**src/common/led_sink_regs_pkg.sv**
```systemverilog
// constants for the backlight and independent sink register slice
package led_sink_regs_pkg;
    localparam int          ADDR_W           = 8;
    localparam int          DATA_W           = 8;
    localparam int          CODE_W           = 7;
    localparam int          LAW_W            = 2;
    localparam int          OFFT_W           = 2;
    localparam int          NUM_SINKS        = 7;

    localparam logic [7:0]  OFFICE_DIM_ADDR  = 8'h0C;
    localparam logic [7:0]  DARK_MAX_ADDR    = 8'h0D;
    localparam logic [7:0]  DARK_DIM_ADDR    = 8'h0E;
    localparam logic [7:0]  SINK_LAW_ADDR    = 8'h0F;
    localparam logic [7:0]  SINK_EN_ADDR     = 8'h10;

    localparam logic [7:0]  CODE_MASK        = 8'h7F;
    localparam logic [7:0]  LAW_MASK         = 8'h03;
    localparam logic [7:0]  SINK_EN_MASK     = 8'h7F;
    localparam logic [7:0]  REG_RESET        = 8'h00;
    localparam logic [7:0]  UNMAPPED_READ    = 8'h00;
    localparam logic [6:0]  CODE_ZERO        = 7'h00;
    localparam logic [1:0]  OFF_TIME_NONE    = 2'h0;

    typedef enum logic [1:0] {
        LAW_LIN_LIN,
        LAW_SQR_LIN,
        LAW_SQR_CUBIC10,
        LAW_SQR_CUBIC11
    } fade_law_e;

    typedef enum logic [1:0] {
        LEVEL_DAYLIGHT,
        LEVEL_OFFICE,
        LEVEL_DARK,
        LEVEL_OTHER
    } ambient_level_e;
endpackage

```
**src/rtl/sink_channel.sv**
```systemverilog
// one independent sink: on/off level and synchronous sequence start
`timescale 1ns/100ps
module sink_channel
    import led_sink_regs_pkg::*;
(
    input  wire logic              clk,
    input  wire logic              rst_b,
    input  wire logic              clkEn,
    input  wire logic              enable,
    input  wire logic [OFFT_W-1:0] offTimeCode,
    output logic                   sinkOn,
    output logic                   blinkRun,
    output logic                   seqStart
);
    typedef struct packed {
        logic enPrev;
        logic on;
        logic blink;
        logic start;
    } state_s;

    state_s cur_r;
    state_s cur_nxt;

    always_comb begin
        cur_nxt        = cur_r;
        cur_nxt.enPrev = enable;
        // steady drive only when off time disabled; blinking left to timing engine
        cur_nxt.on     = enable && (offTimeCode == OFF_TIME_NONE);
        cur_nxt.blink  = enable && (offTimeCode != OFF_TIME_NONE);
        // rising enable starts the sequence, so one write aligns all the channels it turns on
        cur_nxt.start  = enable && !cur_r.enPrev;
    end

    always_ff @(posedge clk or negedge rst_b) begin
        if (!rst_b) begin
            cur_r <= '0;
        end else if (clkEn) begin
            cur_r <= cur_nxt;
        end
    end

    assign sinkOn   = cur_r.on;
    assign blinkRun = cur_r.blink;
    assign seqStart = cur_r.start;
endmodule

```
**src/rtl/led_backlight_sink_regs.sv**
```systemverilog
// register slice: backlight dim/max codes, sink fade law and sink enables
`timescale 1ns/100ps
module led_backlight_sink_regs
    import led_sink_regs_pkg::*;
#(
    parameter int SINKS = NUM_SINKS
) (
    input  wire logic                    clk,
    input  wire logic                    rst_b,
    input  wire logic                    clkEn,
    input  wire logic [ADDR_W-1:0]       regAddr,
    input  wire logic [DATA_W-1:0]       regWrData,
    input  wire logic                    regWr,
    input  wire logic                    regRd,
    input  wire logic [1:0]              ambientLevel,
    input  wire logic                    dimTimeout,
    input  wire logic                    dimRequest,
    input  wire logic [CODE_W-1:0]       otherLevelCode,
    input  wire logic [SINKS*OFFT_W-1:0] sinkOffTime,
    output logic [DATA_W-1:0]            regRdData,
    output logic                         regRdValid,
    output logic [CODE_W-1:0]            backlightCode,
    output logic                         backlightDim,
    output logic [LAW_W-1:0]             sinkFadeLawSel,
    output logic                         sinkSquareDac,
    output logic                         sinkNonlinearTime,
    output logic [SINKS-1:0]             sinkEnable,
    output logic [SINKS-1:0]             sinkOn,
    output logic [SINKS-1:0]             sinkBlinkRun,
    output logic [SINKS-1:0]             sinkSeqStart
);
    typedef struct packed {
        logic [CODE_W-1:0] officeDimCode;
        logic [CODE_W-1:0] darkMaxCode;
        logic [CODE_W-1:0] darkDimCode;
        logic [LAW_W-1:0]  fadeLaw;
        logic [SINKS-1:0]  enables;
        logic [DATA_W-1:0] rdData;
        logic              rdValid;
        logic [CODE_W-1:0] blCode;
        logic              blDim;
        logic              squareDac;
        logic              nonlinTime;
    } state_s;

    state_s cur_r;
    state_s cur_nxt;
    logic   dimNow;

    always_comb begin
        cur_nxt         = cur_r;
        dimNow          = dimTimeout || dimRequest;
        cur_nxt.rdValid = regRd;

        // write path: only defined bits stored, reserved bits dropped
        if (regWr) begin
            unique case (regAddr)
                OFFICE_DIM_ADDR: cur_nxt.officeDimCode = regWrData[CODE_W-1:0];
                DARK_MAX_ADDR:   cur_nxt.darkMaxCode   = regWrData[CODE_W-1:0];
                DARK_DIM_ADDR:   cur_nxt.darkDimCode   = regWrData[CODE_W-1:0];
                SINK_LAW_ADDR:   cur_nxt.fadeLaw       = regWrData[LAW_W-1:0];
                SINK_EN_ADDR:    cur_nxt.enables       = regWrData[SINKS-1:0];
                default: ;
            endcase
        end

        // read path: registered data, reserved bits read zero
        if (regRd) begin
            unique case (regAddr)
                OFFICE_DIM_ADDR: cur_nxt.rdData = DATA_W'(cur_r.officeDimCode) & CODE_MASK;
                DARK_MAX_ADDR:   cur_nxt.rdData = DATA_W'(cur_r.darkMaxCode) & CODE_MASK;
                DARK_DIM_ADDR:   cur_nxt.rdData = DATA_W'(cur_r.darkDimCode) & CODE_MASK;
                SINK_LAW_ADDR:   cur_nxt.rdData = DATA_W'(cur_r.fadeLaw) & LAW_MASK;
                SINK_EN_ADDR:    cur_nxt.rdData = DATA_W'(cur_r.enables) & SINK_EN_MASK;
                default:         cur_nxt.rdData = UNMAPPED_READ;
            endcase
        end

        // backlight code: dim code of the office or dark level while dim is asked for
        unique case (ambientLevel)
            LEVEL_OFFICE: begin
                cur_nxt.blCode = dimNow ? cur_r.officeDimCode : otherLevelCode;
            end
            LEVEL_DARK: begin
                cur_nxt.blCode = dimNow ? cur_r.darkDimCode : cur_r.darkMaxCode;
            end
            default: begin
                // daylight and other levels are held in registers outside this slice
                cur_nxt.blCode = otherLevelCode;
            end
        endcase
        cur_nxt.blDim = dimNow;

        // code passes straight to the DAC so 00 is zero and 7F full scale
        unique case (fade_law_e'(cur_r.fadeLaw))
            LAW_LIN_LIN: begin
                cur_nxt.squareDac  = 1'b0;
                cur_nxt.nonlinTime = 1'b0;
            end
            LAW_SQR_LIN: begin
                cur_nxt.squareDac  = 1'b1;
                cur_nxt.nonlinTime = 1'b0;
            end
            LAW_SQR_CUBIC10, LAW_SQR_CUBIC11: begin
                // profile picked by the fade engine from sinkFadeLawSel
                cur_nxt.squareDac  = 1'b1;
                cur_nxt.nonlinTime = 1'b1;
            end
        endcase
    end

    always_ff @(posedge clk or negedge rst_b) begin
        if (!rst_b) begin
            cur_r <= '0;
        end else if (clkEn) begin
            cur_r <= cur_nxt;
        end
    end

    genvar ch;
    generate
        for (ch = 0; ch < SINKS; ch++) begin : g_sink
            sink_channel u_sink (
                .clk         (clk),
                .rst_b       (rst_b),
                .clkEn       (clkEn),
                .enable      (cur_r.enables[ch]),
                .offTimeCode (sinkOffTime[ch*OFFT_W +: OFFT_W]),
                .sinkOn      (sinkOn[ch]),
                .blinkRun    (sinkBlinkRun[ch]),
                .seqStart    (sinkSeqStart[ch])
            );
        end
    endgenerate

    assign regRdData         = cur_r.rdData;
    assign regRdValid        = cur_r.rdValid;
    assign backlightCode     = cur_r.blCode;
    assign backlightDim      = cur_r.blDim;
    assign sinkFadeLawSel    = cur_r.fadeLaw;
    assign sinkSquareDac     = cur_r.squareDac;
    assign sinkNonlinearTime = cur_r.nonlinTime;
    assign sinkEnable        = cur_r.enables;
endmodule

```
**config.mk**
```make
export PLATFORM = sky130hd
export DESIGN_NAME = led_backlight_sink_regs
export DESIGN_NICKNAME = d
export VERILOG_FILES = /design/src/common/led_sink_regs_pkg.sv /design/src/rtl/sink_channel.sv /design/src/rtl/led_backlight_sink_regs.sv
export SDC_FILE = /design/constraint.sdc
export NUM_CORES = 1
export LEC_CHECK = 0
export BUFFER_PORTS_ARGS = -buffer_cell sky130_fd_sc_hd__buf_2
export CORE_ASPECT_RATIO = 1.75
export CORE_UTILIZATION = 30
export DETAILED_ROUTE_END_ITERATION = 8
export PLACE_DENSITY = 0.59
export RECOVER_POWER = 100
export SETUP_SLACK_MARGIN = 0.2
export SLEW_MARGIN = 5
export SYNTH_ARGS = -nofsm -noshare
export SYNTH_HDL_FRONTEND = slang
export SYNTH_SLANG_ARGS = --single-unit
```
**constraint.sdc**
```tcl
create_clock -name clk -period 2.76 [get_ports clk]
set_clock_uncertainty 0.1 [all_clocks]
set_input_delay 0.138 -clock clk [delete_from_list [all_inputs] [get_ports clk]]
set_output_delay 0.138 -clock clk [all_outputs]
set_load 0.1 [all_outputs]
```
## After elaboration in Yosys (flattened, before gate mapping)

Index checks and enable logic that the tools add are counted.

- Memories kept: 0
- Memory bits (read-only): 0
- Bits in latches: 0
- Output and inout bits: 49
- Bits in registers: 77
- RAM bits: 0

- Divide/modulo/power cells: 0
- Shift-type cells: 0
- Reduce and logical (&&, ||, !) cells: 51
- Multipliers: 0
- Bitwise gates (word level): 0
- Equal/unequal tests: 10
- Magnitude comparators: 0
- Muxes and demuxes: 5
- Add/sub/neg operators: 0

Operator list:

| operator | number |
|---|---|
| 7-bit case mux with 5 select lines | 1 |
| 8-bit by 4-bit equality test with 1-bit output (second input constant) | 4 |
| 1-bit logical AND | 21 |
| 2-bit logical NOT | 8 |
| 3-bit AND reduction | 5 |
| 7-bit two-way mux | 2 |
| 7-bit case mux with 2 select lines | 1 |
| 2-bit nonzero test | 7 |
| 8-bit by 5-bit equality test with 1-bit output (second input constant) | 1 |
| 1-bit logical NOT | 7 |
| 2-bit equality test (second input constant) | 3 |
| 2-bit case mux with 3 select lines | 1 |
| 2-bit by 1-bit equality test with 1-bit output (second input constant) | 2 |
| 2-bit AND reduction | 1 |
| 2-bit OR reduction | 1 |
| 1-bit logical OR | 1 |

## Depth between registers and ports, before layout

Gate-level depths: netlist (run 1).

- Depth after elaboration: 3
- Gate-level depth with buffers: 6
- Mapped depth without buffers: 5

## Cells and area by module

From an unflattened synthesis (run 1), not the netlist that was laid out.

- Cells, all modules: 316
- Area, all modules: 3673.5 µm²

Modules (own cells, without submodules):

| module | area an instance (µm²) | cells each | times used |
|---|---|---|---|
| led_backlight_sink_regs | 2596.2 | 218 | 1 |
| sink_channel | 153.9 | 14 | 7 |

## Worst setup path before layout (run 1)

OpenSTA, ideal clock, no wires.

- Kind: input to register
- From: input port regAddr[5]
- To: register cur_r[42] (netlist bit)
- Setup time: 125 ps
- Stages on the path: 5
- Required time: 2535 ps
- Setup slack: 876 ps
- Data arrival time: 1659 ps
- Cell sequence: or3_4 -> or2_4 -> or4_1 -> buf_6 -> mux2_4

- Cells in the longest elaborated chain, start to end: 2

RTL lines:

| what | line | source |
|---|---|---|
| start, declared | led_backlight_sink_regs.sv:11 | `input wire logic [ADDR_W-1:0] regAddr,` |
| 8-bit by 4-bit equality test with 1-bit output | led_backlight_sink_regs.sv:57 | `unique case (regAddr)` |
| 3-bit AND reduction (no source line) | -- |  |
| end signal, assigned | led_backlight_sink_regs.sv:116 | `cur_r <= cur_nxt;` |
| end, declared | led_backlight_sink_regs.sv:46 | `state_s cur_r;` |

No other way between the ends.
A chain may end at the register's enable or synchronous reset.

## Final worst setup path (run 1)

- From: input port regAddr[5]
- To: register cur_r[33] (netlist bit)

The elaborated chain is that of the path after synthesis.

==> results.tsv, run 1 <==
stage	metric	value	unit
cells_and_area	Register Area	1900	sq um
clock_tree	cts repair resizes	0	
power	register share of total power	42.9	%
sta	max_slew headroom	18.6	%
yosys	Synth Area in Adders	0.657	%
power	Switching Share	29.6	%
yosys	complex-gate fraction of the synthesized area	11.0	%
sta	endpoints failing hold	0	
worst_setup_path	Req. time, crit path	2.88	ns
global_route	global-route wire length before repair	13.4	mm
worst_setup_path	crit path max fanout	7	
clock_tree	clk root buf	clkbuf_16	
yosys	post-synthesis mux area share	16.7	%
placed_design	GPL Wtd Cong	0.708	
sta	TNS Setup	0	ns
clock_tree	clk buf depth	2	
worst_setup_path	CP delay by family, top	simple AND/OR/NAND/NOR gates	
clock_tree	Skew-Pair Late Insertion Delay	0.33	ns
power	peak supply drop	0.000238	V
die	initial core utilization	30.6	%
flow_run	max-cap violation count	0	
worst_setup_path	CP startpoint kind	input port	
clock_tree	Post-CTS Hold Fix Bufs	27	
routing	DR pass1 iterations	4	
clock_tree	CTS clock-pin slew for the worst setup and hold paths	0.06	ns
routing	initial drt markers	72	
yosys	cell area after synthesis	3810	sq um
yosys	EDFF count, synth	0	
clock_tree	Post-CTS Setup Bufs	0	
yosys	Post-synth top flop	dfrtp_1	
yosys	synthesized area per cell	11.2	sq um
clock_tree	CTS Buf Count	9	
cells_and_area	area of the multi-input gates	1330	sq um
die	Die Y	151	microns
power	Pwr Total	2.75	mW
placed_design	Detailed Place HPWL	6.13	mm
placed_design	PortBufs	92	
global_route	vias in the first global route	2622	
die	DIE AREA	13200	sq um
routing	DRC	0	
clock_tree	htree depth	3	
yosys	Async SR Flop Fraction	100	%
sta	Tcrit/Tclk final	77.5	%
global_route	grt ovf	0	
power	proportion of power drawn by the clock network	40.9	%
sta	unrepaired setup endpoints after global routing	false	
yosys	xor/xnor share of the synthesized area	0	%
power	net switching power	0.815	mW
cells_and_area	nets	464	
yosys	Simple-Gate Fraction of Synth Area	8.14	%
worst_hold_path	worst min path class	in -> reg	
die	Rows	54	
cells_and_area	Area Overhead vs Synth	19.5	%
run_status	outcome	finished clean	
sta	Worst Tran Pin Value	1.23	ns
sta	fin crit period	2.14	ns
worst_setup_path	crit path cell chain	buf_2, or3_1, or2_0, nor4b_2, mux2_2	
die	Core Region	12400	sq um
routing	post-DR wirelength/cell	14.5	microns
yosys	Cells after Synth	340	
power	P_int	1.93	mW
worst_setup_path	CP arrival	2.26	ns
routing	vias post-DR	2643	
power	pwr dens	604	nW/um^2
power	Leak	2.09	nW
yosys	Syn. warnings	0	
sta	Slew Viols, Final	0	
clock_tree	clock sink count	76	
yosys	Yosys reg bits	76	
routing	vias per inst	4.49	
worst_setup_path	Setup crit end kind	flop	
die	I/O Pins	95	
cells_and_area	Final Util	36.6	%
yosys	largest family of logic cells by synthesized area	multiplexers	
sta	final setup vio count	0	
routing	DRT antenna net count	0	
worst_setup_path	Buf/Inv on CP	1	
clock_tree	CTS tree	yes	
power	Comb power frac	16.2	%
routing	Detailed Route WL	8.56	mm
global_route	initial antenna violation count	0	
worst_setup_path	WS Path Type	in -> reg	
global_route	total track usage	13.7	%
worst_setup_path	slowest cell delay on critical path	0.86	ns
cells_and_area	Layout fillers	1302	
yosys	net count after synthesis	388	
cells_and_area	layout cells sized above 1	24.0	%
cells_and_area	n_diodes	0	
worst_setup_path	CP max-delay cell	nor4b_2	
global_route	largest net degree at the start of global routing	77	
die	Die X	87.2	microns
yosys	Seq/Total Area, Yosys	49.9	%
sta	f_max	0.467	GHz
yosys	Synth cell types	31	
-- per-layer routing --
layer,track usage [%],up-vias,wire length [microns],share of wire (%)
met5,0,-,0,0
met4,7.13,0,164,1.9
met3,1.96,11,235,2.7
met2,25.5,58,4790,56
met1,14.6,1280,3360,39
li1,-,1294,-,-
-- kinds of logic after synthesis --
group | Yosys count
buf+inv | 90
flops | 76
compound gates | 64
simple gates | 55
mux | 52
fa+ha+maj | 2
other cells | 1
-- Yosys cell counts (3+ instances only) --
cell,number,area [sq um]
dfrtp_1,76,1900
buf_4,45,338
mux2_2,36,405
inv_1,32,120
nand2_1,24,90.1
o21ai_0,15,75.1
a22oi_1,14,105
o22ai_1,14,87.6
nor2_1,11,41.3
a21oi_1,9,45.0
mux2_4,9,135
clkbuf_1,8,30.0
nand3b_1,8,60.1
o32ai_1,7,61.3
mux2i_1,5,50.1
o2bb2ai_1,5,43.8
buf_1,3,11.3
-- final cells by class --
type | instances | area share, %
Sequential cell | 76 | 41.8
Multi-Input combinational cell | 174 | 29.3
Timing Repair Buffer | 123 | 15.3
Clock buffer | 12 | 5.85
Tap cell | 168 | 4.62
Inverter | 32 | 2.64
Clock inverter | 4 | 0.495
-- worst reg2reg max path: stages, from the launching register on --
cell and delay (ns):
dfrtp_1 0.40, nand2_1 0.12, o32ai_1 0.27, dlygate4sd3_1 0.59
-- state kept, by name, summed over array words and instances, names as in the netlist --
signal	cells
cur_r	21
backlightCode	7
g_sink.u_sink.blinkRun	7
g_sink.u_sink.cur_r	7
g_sink.u_sink.seqStart	7
g_sink.u_sink.sinkOn	7
regRdData	7
sinkEnable	7
sinkFadeLawSel	2
backlightDim	1
regRdValid	1
sinkNonlinearTime	1
sinkSquareDac	1
-- placed cells by master (no fill, tap or decap), types with 2 or more instances in the layout --
cell,synthesis,layout
nor3_1,2,2
clkbuf_8,0,3
mux2i_1,5,5
buf_4,45,4
mux2_1,0,9
clkbuf_16,0,9
mux4_2,2,2
o21ai_0,15,15
o2bb2ai_1,5,5
dfrtp_1,76,76
dlygate4sd3_1,0,27
a22oi_1,14,14
nand3b_1,8,8
nor2_1,11,11
a21oi_1,9,9
o22ai_1,14,14
nand2_1,24,24
clkbuf_1,8,51
mux2_2,36,36
buf_2,1,41
o32ai_1,7,7
clkinv_2,0,3
ha_1,2,2
inv_1,32,32
nor2b_1,2,2
or4_1,2,2
-- path summary, 6_finish.rpt --
check | start | endpoint | slack [ns] | cells past startpoint
max | regAddr[5] | cur_r[33]$_DFFE_PN0P_ | 0.62 | 5
min | regWrData[0] | cur_r[42]$_DFFE_PN0P_ | 0.004 | 2
max reg2reg | sinkEnable[5]$_DFFE_PN0P_ | g_sink[5].u_sink.sinkOn$_DFFE_PN0P_ | 1.21 | 3
min reg2reg | g_sink[0].u_sink.cur_r[3]$_DFFE_PN0P_ | g_sink[0].u_sink.seqStart$_DFFE_PN0P_ | 0.35 | 1
max in group asynchronous | rst_b | backlightCode[6]$_DFFE_PN0P_ | 1.51 | 2
min in group asynchronous | rst_b | g_sink[1].u_sink.seqStart$_DFFE_PN0P_ | 0.38 | 2
-- through the flow --
stage               setup slack [ns]  hold WS [ns]  instance area, sq um  std cells
floorplan                      0.876        -0.258                  3810        340
global placement               0.514         0.251                  4120        546
detailed placement             0.502         0.258                  4120        546
CTS                            0.863       0.00499                  4680        589
global route                   0.541        0.0135                  4550        589
finish                         0.621       0.00421                  4550        589
-- power by group through the flow --
stage	clock (mW)	sequential [mW]	combinational (mW)
after floorplan	0	1.22	0.333
after global placement	0	1.20	0.436
after detailed placement	0	1.20	0.440
after CTS	1.15	1.18	0.465
after global routing	1.20	1.19	0.472
final	1.12	1.18	0.445
Note: power is estimated with default switching activity, not from simulation.
==> inputs of run 2 (changes only) <==
--- a/config.mk
+++ b/config.mk
@@ -5,11 +5,12 @@
 export SDC_FILE = /design/constraint.sdc
 export NUM_CORES = 1
 export LEC_CHECK = 0
+export ABC_AREA = 1
 export BUFFER_PORTS_ARGS = -buffer_cell sky130_fd_sc_hd__buf_2
 export CORE_ASPECT_RATIO = 1.75
 export CORE_UTILIZATION = 30
 export DETAILED_ROUTE_END_ITERATION = 8
-export PLACE_DENSITY = 0.59
+export PLACE_DENSITY = 0.6
 export RECOVER_POWER = 100
 export SETUP_SLACK_MARGIN = 0.2
 export SLEW_MARGIN = 5
==> constraint.sdc (replaced) <==
create_clock -name clk -period 1.8 [get_ports clk]
set_clock_uncertainty 0.1 [all_clocks]
set_input_delay 0.09 -clock clk [delete_from_list [all_inputs] [get_ports clk]]
set_output_delay 0.09 -clock clk [all_outputs]
set_load 0.1 [all_outputs]
==> run 2 against run 1 <==
Compared with the run above: utilization up 0.35 points; design area increased by 9.2%; sequential share of layout area is 3.5 points lower; non-clock buffer count rose by 6; critical path depth down 2; synthesized cell count rose by 43%; global-route usage rose by 0.77 points; cell count grew 26%; register-to-register slack got worse by 0.93 ns; routed wire length is 15% higher; clock power is 87% higher; first-iteration DRC count rose by 100%; largest power group is now clock; highest routed layer unchanged.
==> results.tsv, run 2 <==
stage	metric	value	unit	change
cells_and_area	most common cell after layout, fill and taps aside	nand2_1		
power	Switching Share	28.7	%	-0.98 points
yosys	Post-synth top flop	dfrtp_1		
power	P_int	3.39	mW	+75%
placed_design	dpl cell area	4410	sq um	+7.2%
flow_run	max-cap violation count	0		unchanged
die	initial core utilization	30.7	%	+0.092 points
yosys	Yosys reg bits	76		unchanged
yosys	Yosys top cell area share	46.0	%	-3.9 points
power	register share of total power	38.6	%	-4.3 points
die	Die X	90.8	microns	+4.1%
yosys	Synth cell types	27		-13%
yosys	Synth area leaders	dfrtp_1, nand2_1, buf_4, nand3_1, o21ai_1		
cells_and_area	Layout fillers	1408		+8.1%
clock_tree	CTS Buf Count	9		unchanged
worst_setup_path	CP max-delay cell	dlygate4sd3_1		
routing	DRC	0		unchanged
yosys	synthesized area per cell	8.53	sq um	-24%
clock_tree	htree depth	3		unchanged
worst_setup_path	Crit Reg-Reg Startpoint	sinkEnable[2]$_DFFE_PN0P_		
sta	f_max	0.660	GHz	
sta	Worst Tran Pin Value	0.639	ns	-0.588 ns
routing	vias post-DR	3354		+27%
cells_and_area	nets	613		+32%
worst_setup_path	CP delay by family, top	buffers and inverters		
cells_and_area	Largest register FFs	21		unchanged
yosys	area leader, netlist	dfrtp_1		
cells_and_area	Register Area	1900	sq um	about the same
worst_hold_path	min-delay src	otherLevelCode[5]		
cells_and_area	Area Overhead vs Synth	20.2	%	
sta	endpoints failing hold	0		unchanged
cells_and_area	commonest cells after routing, fill and taps aside	nand2_1, dfrtp_1, o21ai_0		
worst_setup_path	WS Path Type	reg -> reg		
worst_hold_path	worst-case hold path end point	backlightCode[5]$_DFFE_PN0P_		
power	Comb power frac	17.5	%	+1.3 points
sta	TNS Setup	0	ns	unchanged
worst_setup_path	CP startpoint kind	flop		
worst_setup_path	Req. time, crit path	1.96	ns	-0.92 ns
placed_design	Detailed Place HPWL	7.63	mm	+24%
placed_design	GPL Wtd Cong	0.861		+22%
global_route	largest net degree at the start of global routing	68		-12%
power	net switching power	1.36	mW	+67%
cells_and_area	n_diodes	0		unchanged
placed_design	placed cells	696		+27%
cells_and_area	Largest Register	cur_r		
yosys	cell with the most instances after synthesis	nand2_1		
sta	fin crit period	1.52	ns	
yosys	commonest cells in the netlist	nand2_1, dfrtp_1, buf_4, nand3_1, o21ai_1		
global_route	initial antenna violation count	0		unchanged
sta	Tcrit/Tclk final	84.2	%	
global_route	global-route wire length before repair	16.2	mm	+21%
worst_setup_path	Buf/Inv on CP	1		unchanged
worst_setup_path	Critical R2R Capture	g_sink[2].u_sink.sinkOn$_DFFE_PN0P_		
power	Leak	2.63	nW	+26%
worst_setup_path	crit path cell chain	nand2_1, o31ai_1, dlygate4sd3_1		
clock_tree	clk buf depth	2		unchanged
yosys	Syn. warnings	0		unchanged
worst_setup_path	CP arrival	1.68	ns	-0.58 ns
cells_and_area	fin area	4970	sq um	+9.2%
die	Rows	56		+3.7%
global_route	vias in the first global route	3348		+28%
die	Core Region	13500	sq um	+8.2%
routing	Detailed Route WL	9.80	mm	+15%
cells_and_area	area of the multi-input gates	1520	sq um	+14%
yosys	cell area after synthesis	4140	sq um	+8.5%
die	I/O Pins	95		unchanged
routing	post-DR wirelength/cell	13.2	microns	-9.3%
die	Die Y	157	microns	+4.1%
sta	Slew Viols, Final	0		unchanged
yosys	Async SR Flop Fraction	100	%	unchanged
power	Pwr Total	4.76	mW	+73%
yosys	Cells after Synth	485		+43%
worst_setup_path	crit path max fanout	4		-3
clock_tree	Skew-Pair Late Insertion Delay	0.33	ns	about the same
worst_setup_path	Setup crit end kind	flop		
placed_design	PortBufs	92		unchanged
yosys	Seq/Total Area, Yosys	46.0	%	-3.9 points
routing	DRT antenna net count	0		unchanged
worst_hold_path	worst min path class	in -> reg		
routing	DR pass1 iterations	5		+1
die	DIE AREA	14300	sq um	+8.4%
cells_and_area	Layout Cells excl Fill	744		+26%
power	peak supply drop	0.000498	V	+110%
routing	vias per inst	4.51		+0.46%
sta	unrepaired setup endpoints after global routing	false		
clock_tree	clk root buf	clkbuf_16		
clock_tree	CTS clock-pin slew for the worst setup and hold paths	0.06	ns	about the same
routing	initial drt markers	144		+100%
clock_tree	clock sink count	76		unchanged
worst_setup_path	Worst R2R Setup Slack	0.28	ns	-0.93 ns
global_route	total track usage	14.4	%	+0.77 points
yosys	net count after synthesis	533		+37%
run_status	outcome	finished clean		
global_route	grt ovf	0		unchanged
sta	final setup vio count	0		unchanged
sta	Min Hold Slack	0.0141	ns	+0.00985 ns
cells_and_area	layout cells sized above 1	27.4	%	+3.4 points
sta	max_slew headroom	57.4	%	+39 points
clock_tree	CTS tree	yes		
power	proportion of power drawn by the clock network	43.9	%	+3.0 points
yosys	EDFF count, synth	0		unchanged
power	pwr dens	957	nW/um^2	+58%
worst_setup_path	slowest cell delay on critical path	0.59	ns	-0.27 ns
worst_hold_path	Hold Path Stages	5		+3
worst_setup_path	Worst R2R Path Depth	3		unchanged
==> run 2: logic make-up (layout without fill, tap and decap cells) <==
logic type,after synthesis,after routing,synth area share (%)
buffers and inverters,103,188,14.9
AND/OR/NAND/NOR,218,218,25.8
adder cells (fa/ha/maj),2,2,0.605
AO/OA/AOI/OAI,85,85,12.6
flip-flops,76,76,46.0
other,1,1,0.0907
==> run 2: final cells by class <==
type,instances,area share (%)
multi-input cells,306,30.6
repair buffers,129,16.4
clock inverters,4,1.91
flip-flops and latches,76,38.3
well taps,174,4.38
inverters,43,3.25
clock buffers,12,5.16
==> run 2: repair_timing <==
action,CTS,global route
gates resized for setup,0,3
setup endpoints to repair,0,4
hold endpoints to repair,112,0
buffers inserted,0,2
hold buffers,30,0
==> run 2: power by group through the flow <==
stage               Clock (mW)  Sequential, mW  Combinational, mW
finish                    2.09            1.83              0.833
global route              2.21            1.84              0.889
CTS                       2.14            1.83              0.866
detailed placement           0            1.86              0.824
global placement             0            1.86              0.816
floorplan                    0            1.90              0.625
==> run 2: worst max-delay path by stage <==
stage / from / endpoint / slack, ns / cells after the start
3_3_place_gp: regAddr[6] / cur_r[43]$_DFFE_PN0P_ / 0.41 / 7
6_report: sinkEnable[2]$_DFFE_PN0P_ / g_sink[2].u_sink.sinkOn$_DFFE_PN0P_ / 0.28 / 3
2_1_floorplan: backlightDim$_DFFE_PN0P_ / backlightDim$_DFFE_PN0P_ / 0.54 / 2
5_1_grt: regAddr[6] / cur_r[43]$_DFFE_PN0P_ / 0.11 / 6
3_5_place_dp: regAddr[6] / cur_r[42]$_DFFE_PN0P_ / 0.38 / 7
4_1_cts: sinkEnable[3]$_DFFE_PN0P_ / g_sink[3].u_sink.sinkOn$_DFFE_PN0P_ / 0.26 / 3
==> run 2: metrics by stage <==
| step | util, % | setup WS [ns] |
|---|---|---|
| after global placement | 32.8 | 0.409 |
| final | 37.0 | 0.284 |
| after detailed placement | 32.8 | 0.384 |
| after floorplan | - | 0.536 |
| after CTS | 37.6 | 0.260 |
| after global routing | 37.0 | 0.112 |
==> run 2: worst register-to-register path: cells and delay by family, from the launching register on <==
kind,cells,cell delay (ns)
buffers and inverters,1,0.59
AOI/OAI and AO/OA,1,0.22
DFF,1,0.43
and+or+nand+nor,1,0.12
==> run 2: per-layer routing <==
layer  part of all wire [%]  GRT usage [%]  vias to the layer above  routed length (microns)
met3                    2.7           2.32                       19                      268
li1                       -              -                     1670                        -
met2                     56           28.1                       73                     5450
met5                      0              0                        -                        0
met1                     38           14.6                     1592                     3770
met4                    3.3           7.45                        0                      322
==> inputs of run 3 (changes only) <==
--- a/config.mk
+++ b/config.mk
@@ -10,7 +10,7 @@
 export CORE_ASPECT_RATIO = 1.75
 export CORE_UTILIZATION = 30
 export DETAILED_ROUTE_END_ITERATION = 8
-export PLACE_DENSITY = 0.6
+export PLACE_DENSITY = 0.58
 export RECOVER_POWER = 100
 export SETUP_SLACK_MARGIN = 0.2
 export SLEW_MARGIN = 5
==> constraint.sdc (replaced) <==
create_clock -name clk -period 1.55 [get_ports clk]
set_clock_uncertainty 0.1 [all_clocks]
set_input_delay 0.0775 -clock clk [delete_from_list [all_inputs] [get_ports clk]]
set_output_delay 0.0775 -clock clk [all_outputs]
set_load 0.1 [all_outputs]
==> run 3 against run 2 <==
Compared with the run above: global-route usage is 0.38 points higher; critical path type is now reg -> out; clock power grew 14%; cell count shrank 0.40%; largest power group unchanged; highest routed layer unchanged; register-to-register slack better by 0.05 ns.
==> results.tsv, run 3 (synthesized netlist as in run 2, its figures left out) <==
stage	metric	value	unit	change
routing	DR pass1 iterations	4		-1
sta	TNS Setup	0	ns	unchanged
worst_setup_path	CP startpoint kind	flop		
cells_and_area	Largest Register	cur_r		
worst_setup_path	slowest cell delay on critical path	0.48	ns	-0.11 ns
routing	Detailed Route WL	10.1	mm	+3.3%
routing	initial drt markers	148		+2.8%
worst_setup_path	Stages on worst setup path	1		-2
routing	vias per inst	4.50		-0.19%
worst_setup_path	worst setup path startpoint	sinkEnable[2]$_DFFE_PN0P_		
worst_hold_path	min-delay src	otherLevelCode[3]		
die	initial core utilization	30.7	%	unchanged
placed_design	pre-CTS setup slack	0.239	ns	-0.145 ns
cells_and_area	nets	611		-0.33%
clock_tree	htree depth	3		unchanged
placed_design	placed cells	703		+1.0%
sta	worst setup margin	0.145	ns	-0.139 ns
worst_hold_path	worst min path class	in -> reg		
die	Core Region	13500	sq um	unchanged
cells_and_area	Area Overhead vs Synth	19.8	%	
placed_design	Detailed Place HPWL	7.93	mm	+4.0%
global_route	initial antenna violation count	0		unchanged
power	Leak	2.62	nW	-0.40%
cells_and_area	n_diodes	0		unchanged
routing	vias post-DR	3334		-0.60%
global_route	largest net degree at the start of global routing	36		-47%
worst_setup_path	WS Path Type	reg -> out		
clock_tree	CTS clock-pin slew for the worst setup and hold paths	0.06	ns	about the same
worst_setup_path	crit path max fanout	4		unchanged
cells_and_area	Layout Cells excl Fill	741		-0.40%
routing	post-DR wirelength/cell	13.7	microns	+3.7%
worst_setup_path	Setup crit end kind	primary output		
die	I/O Pins	95		unchanged
placed_design	GPL Wtd Cong	0.886		+2.8%
global_route	total track usage	14.8	%	+0.38 points
clock_tree	Post-CTS Setup Bufs	0		unchanged
placed_design	PortBufs	92		unchanged
clock_tree	clk buf depth	2		unchanged
clock_tree	CTS tree	yes		
routing	DRT antenna net count	0		unchanged
global_route	vias in the first global route	3331		-0.51%
die	Die X	90.8	microns	unchanged
global_route	global-route wire length before repair	16.3	mm	+0.64%
worst_setup_path	CP arrival	1.23	ns	-0.45 ns
sta	fin crit period	1.40	ns	
cells_and_area	layout cells sized above 1	28.4	%	+1.0 points
cells_and_area	most common cell after layout, fill and taps aside	nand2_1		
clock_tree	Skew-Pair Late Insertion Delay	0.33	ns	about the same
run_status	outcome	finished clean		
sta	Slew Viols, Final	0		unchanged
power	pwr dens	1110	nW/um^2	+16%
sta	final setup vio count	0		unchanged
sta	max_slew headroom	42.5	%	-15 points
sta	f_max	0.712	GHz	
clock_tree	CTS Buf Count	9		unchanged
sta	endpoints failing hold	0		unchanged
die	Rows	56		unchanged
cells_and_area	Largest register FFs	21		unchanged
global_route	grt ovf	0		unchanged
die	DIE AREA	14300	sq um	unchanged
worst_hold_path	Hold Path Stages	5		unchanged
sta	Worst Tran Pin Value	0.862	ns	+0.223 ns
clock_tree	clk root buf	clkbuf_16		
worst_setup_path	Buf/Inv on CP	1		unchanged
worst_setup_path	Req. time, crit path	1.37	ns	-0.59 ns
routing	DRC	0		unchanged
cells_and_area	commonest cells after routing, fill and taps aside	nand2_1, dfrtp_1, o21ai_0		
worst_setup_path	crit path cell chain	clkbuf_2		
die	Die Y	157	microns	unchanged
flow_run	max-cap violation count	0		unchanged
worst_setup_path	Crit Reg-Reg Startpoint	cur_r[36]$_DFFE_PN0P_		
cells_and_area	Final Util	36.8	%	-0.13 points
clock_tree	clock sink count	76		unchanged
power	peak supply drop	0.000565	V	+13%
sta	Tcrit/Tclk final	90.6	%	
worst_setup_path	Worst R2R Path Depth	6		+3
sta	unrepaired setup endpoints after global routing	false		
worst_setup_path	CP max-delay cell	clkbuf_2		
worst_setup_path	CP delay by family, top	buffers and inverters		
## run 3: power breakdown
| part | switching [mW] | internal [mW] | leakage (nW) | total (mW) |
|---|---|---|---|---|
| Clock | 0.782 | 1.60 | 0.168 | 2.38 |
| Sequential | 0.0590 | 2.07 | 0.969 | 2.13 |
| Combinational | 0.763 | 0.221 | 1.48 | 0.984 |
## run 3: final cells by class
class                           count  area (sq um)
Clock buffer                       10           239
Sequential cell                    76          1900
Clock inverter                      5           100
Fill cell                        1443          8500
Timing Repair Buffer              127           801
Inverter                           43           161
Tap cell                          174           218
Multi-Input combinational cell    306          1530
## run 3: what timing repair did
item | 4_1_cts | 5_1_grt
hold buffers | 23 | 0
endpoints found under the setup margin | 9 | 0
resized for setup | 9 | 0
hold endpoints to repair | 117 | 0
## run 3: layer usage
layer / global-route usage (%) / share of wire, %
met5: 0 / 0
met4: 11.5 / 6.5
met3: 2.17 / 2.6
met2: 26.7 / 53
met1: 15.3 / 38
## run 3: final timing paths
kind                                                    endpoint  slack, ns
setup / recovery                                   sinkEnable[2]       0.15
hold / removal                      backlightCode[3]$_DFFE_PN0P_      0.004
setup reg to reg                    backlightCode[1]$_DFFE_PN0P_       0.33
hold reg to reg            g_sink[5].u_sink.seqStart$_DFFE_PN0P_       0.35
max in group asynchronous              sinkEnable[2]$_DFFE_PN0P_       0.42
min in group asynchronous           backlightCode[6]$_DFFE_PN0P_       0.24
## run 3: stage by stage
step / area [sq um] / hold slack (ns) / total power, mW
CTS: 5060 / 0.00214 / 5.58
global placement: 4470 / -0.0868 / 3.12
finish: 4950 / 0.00379 / 5.50
detailed placement: 4470 / -0.0766 / 3.13
floorplan: 4140 / -0.318 / 2.94
global route: 4950 / 0.0277 / 5.71
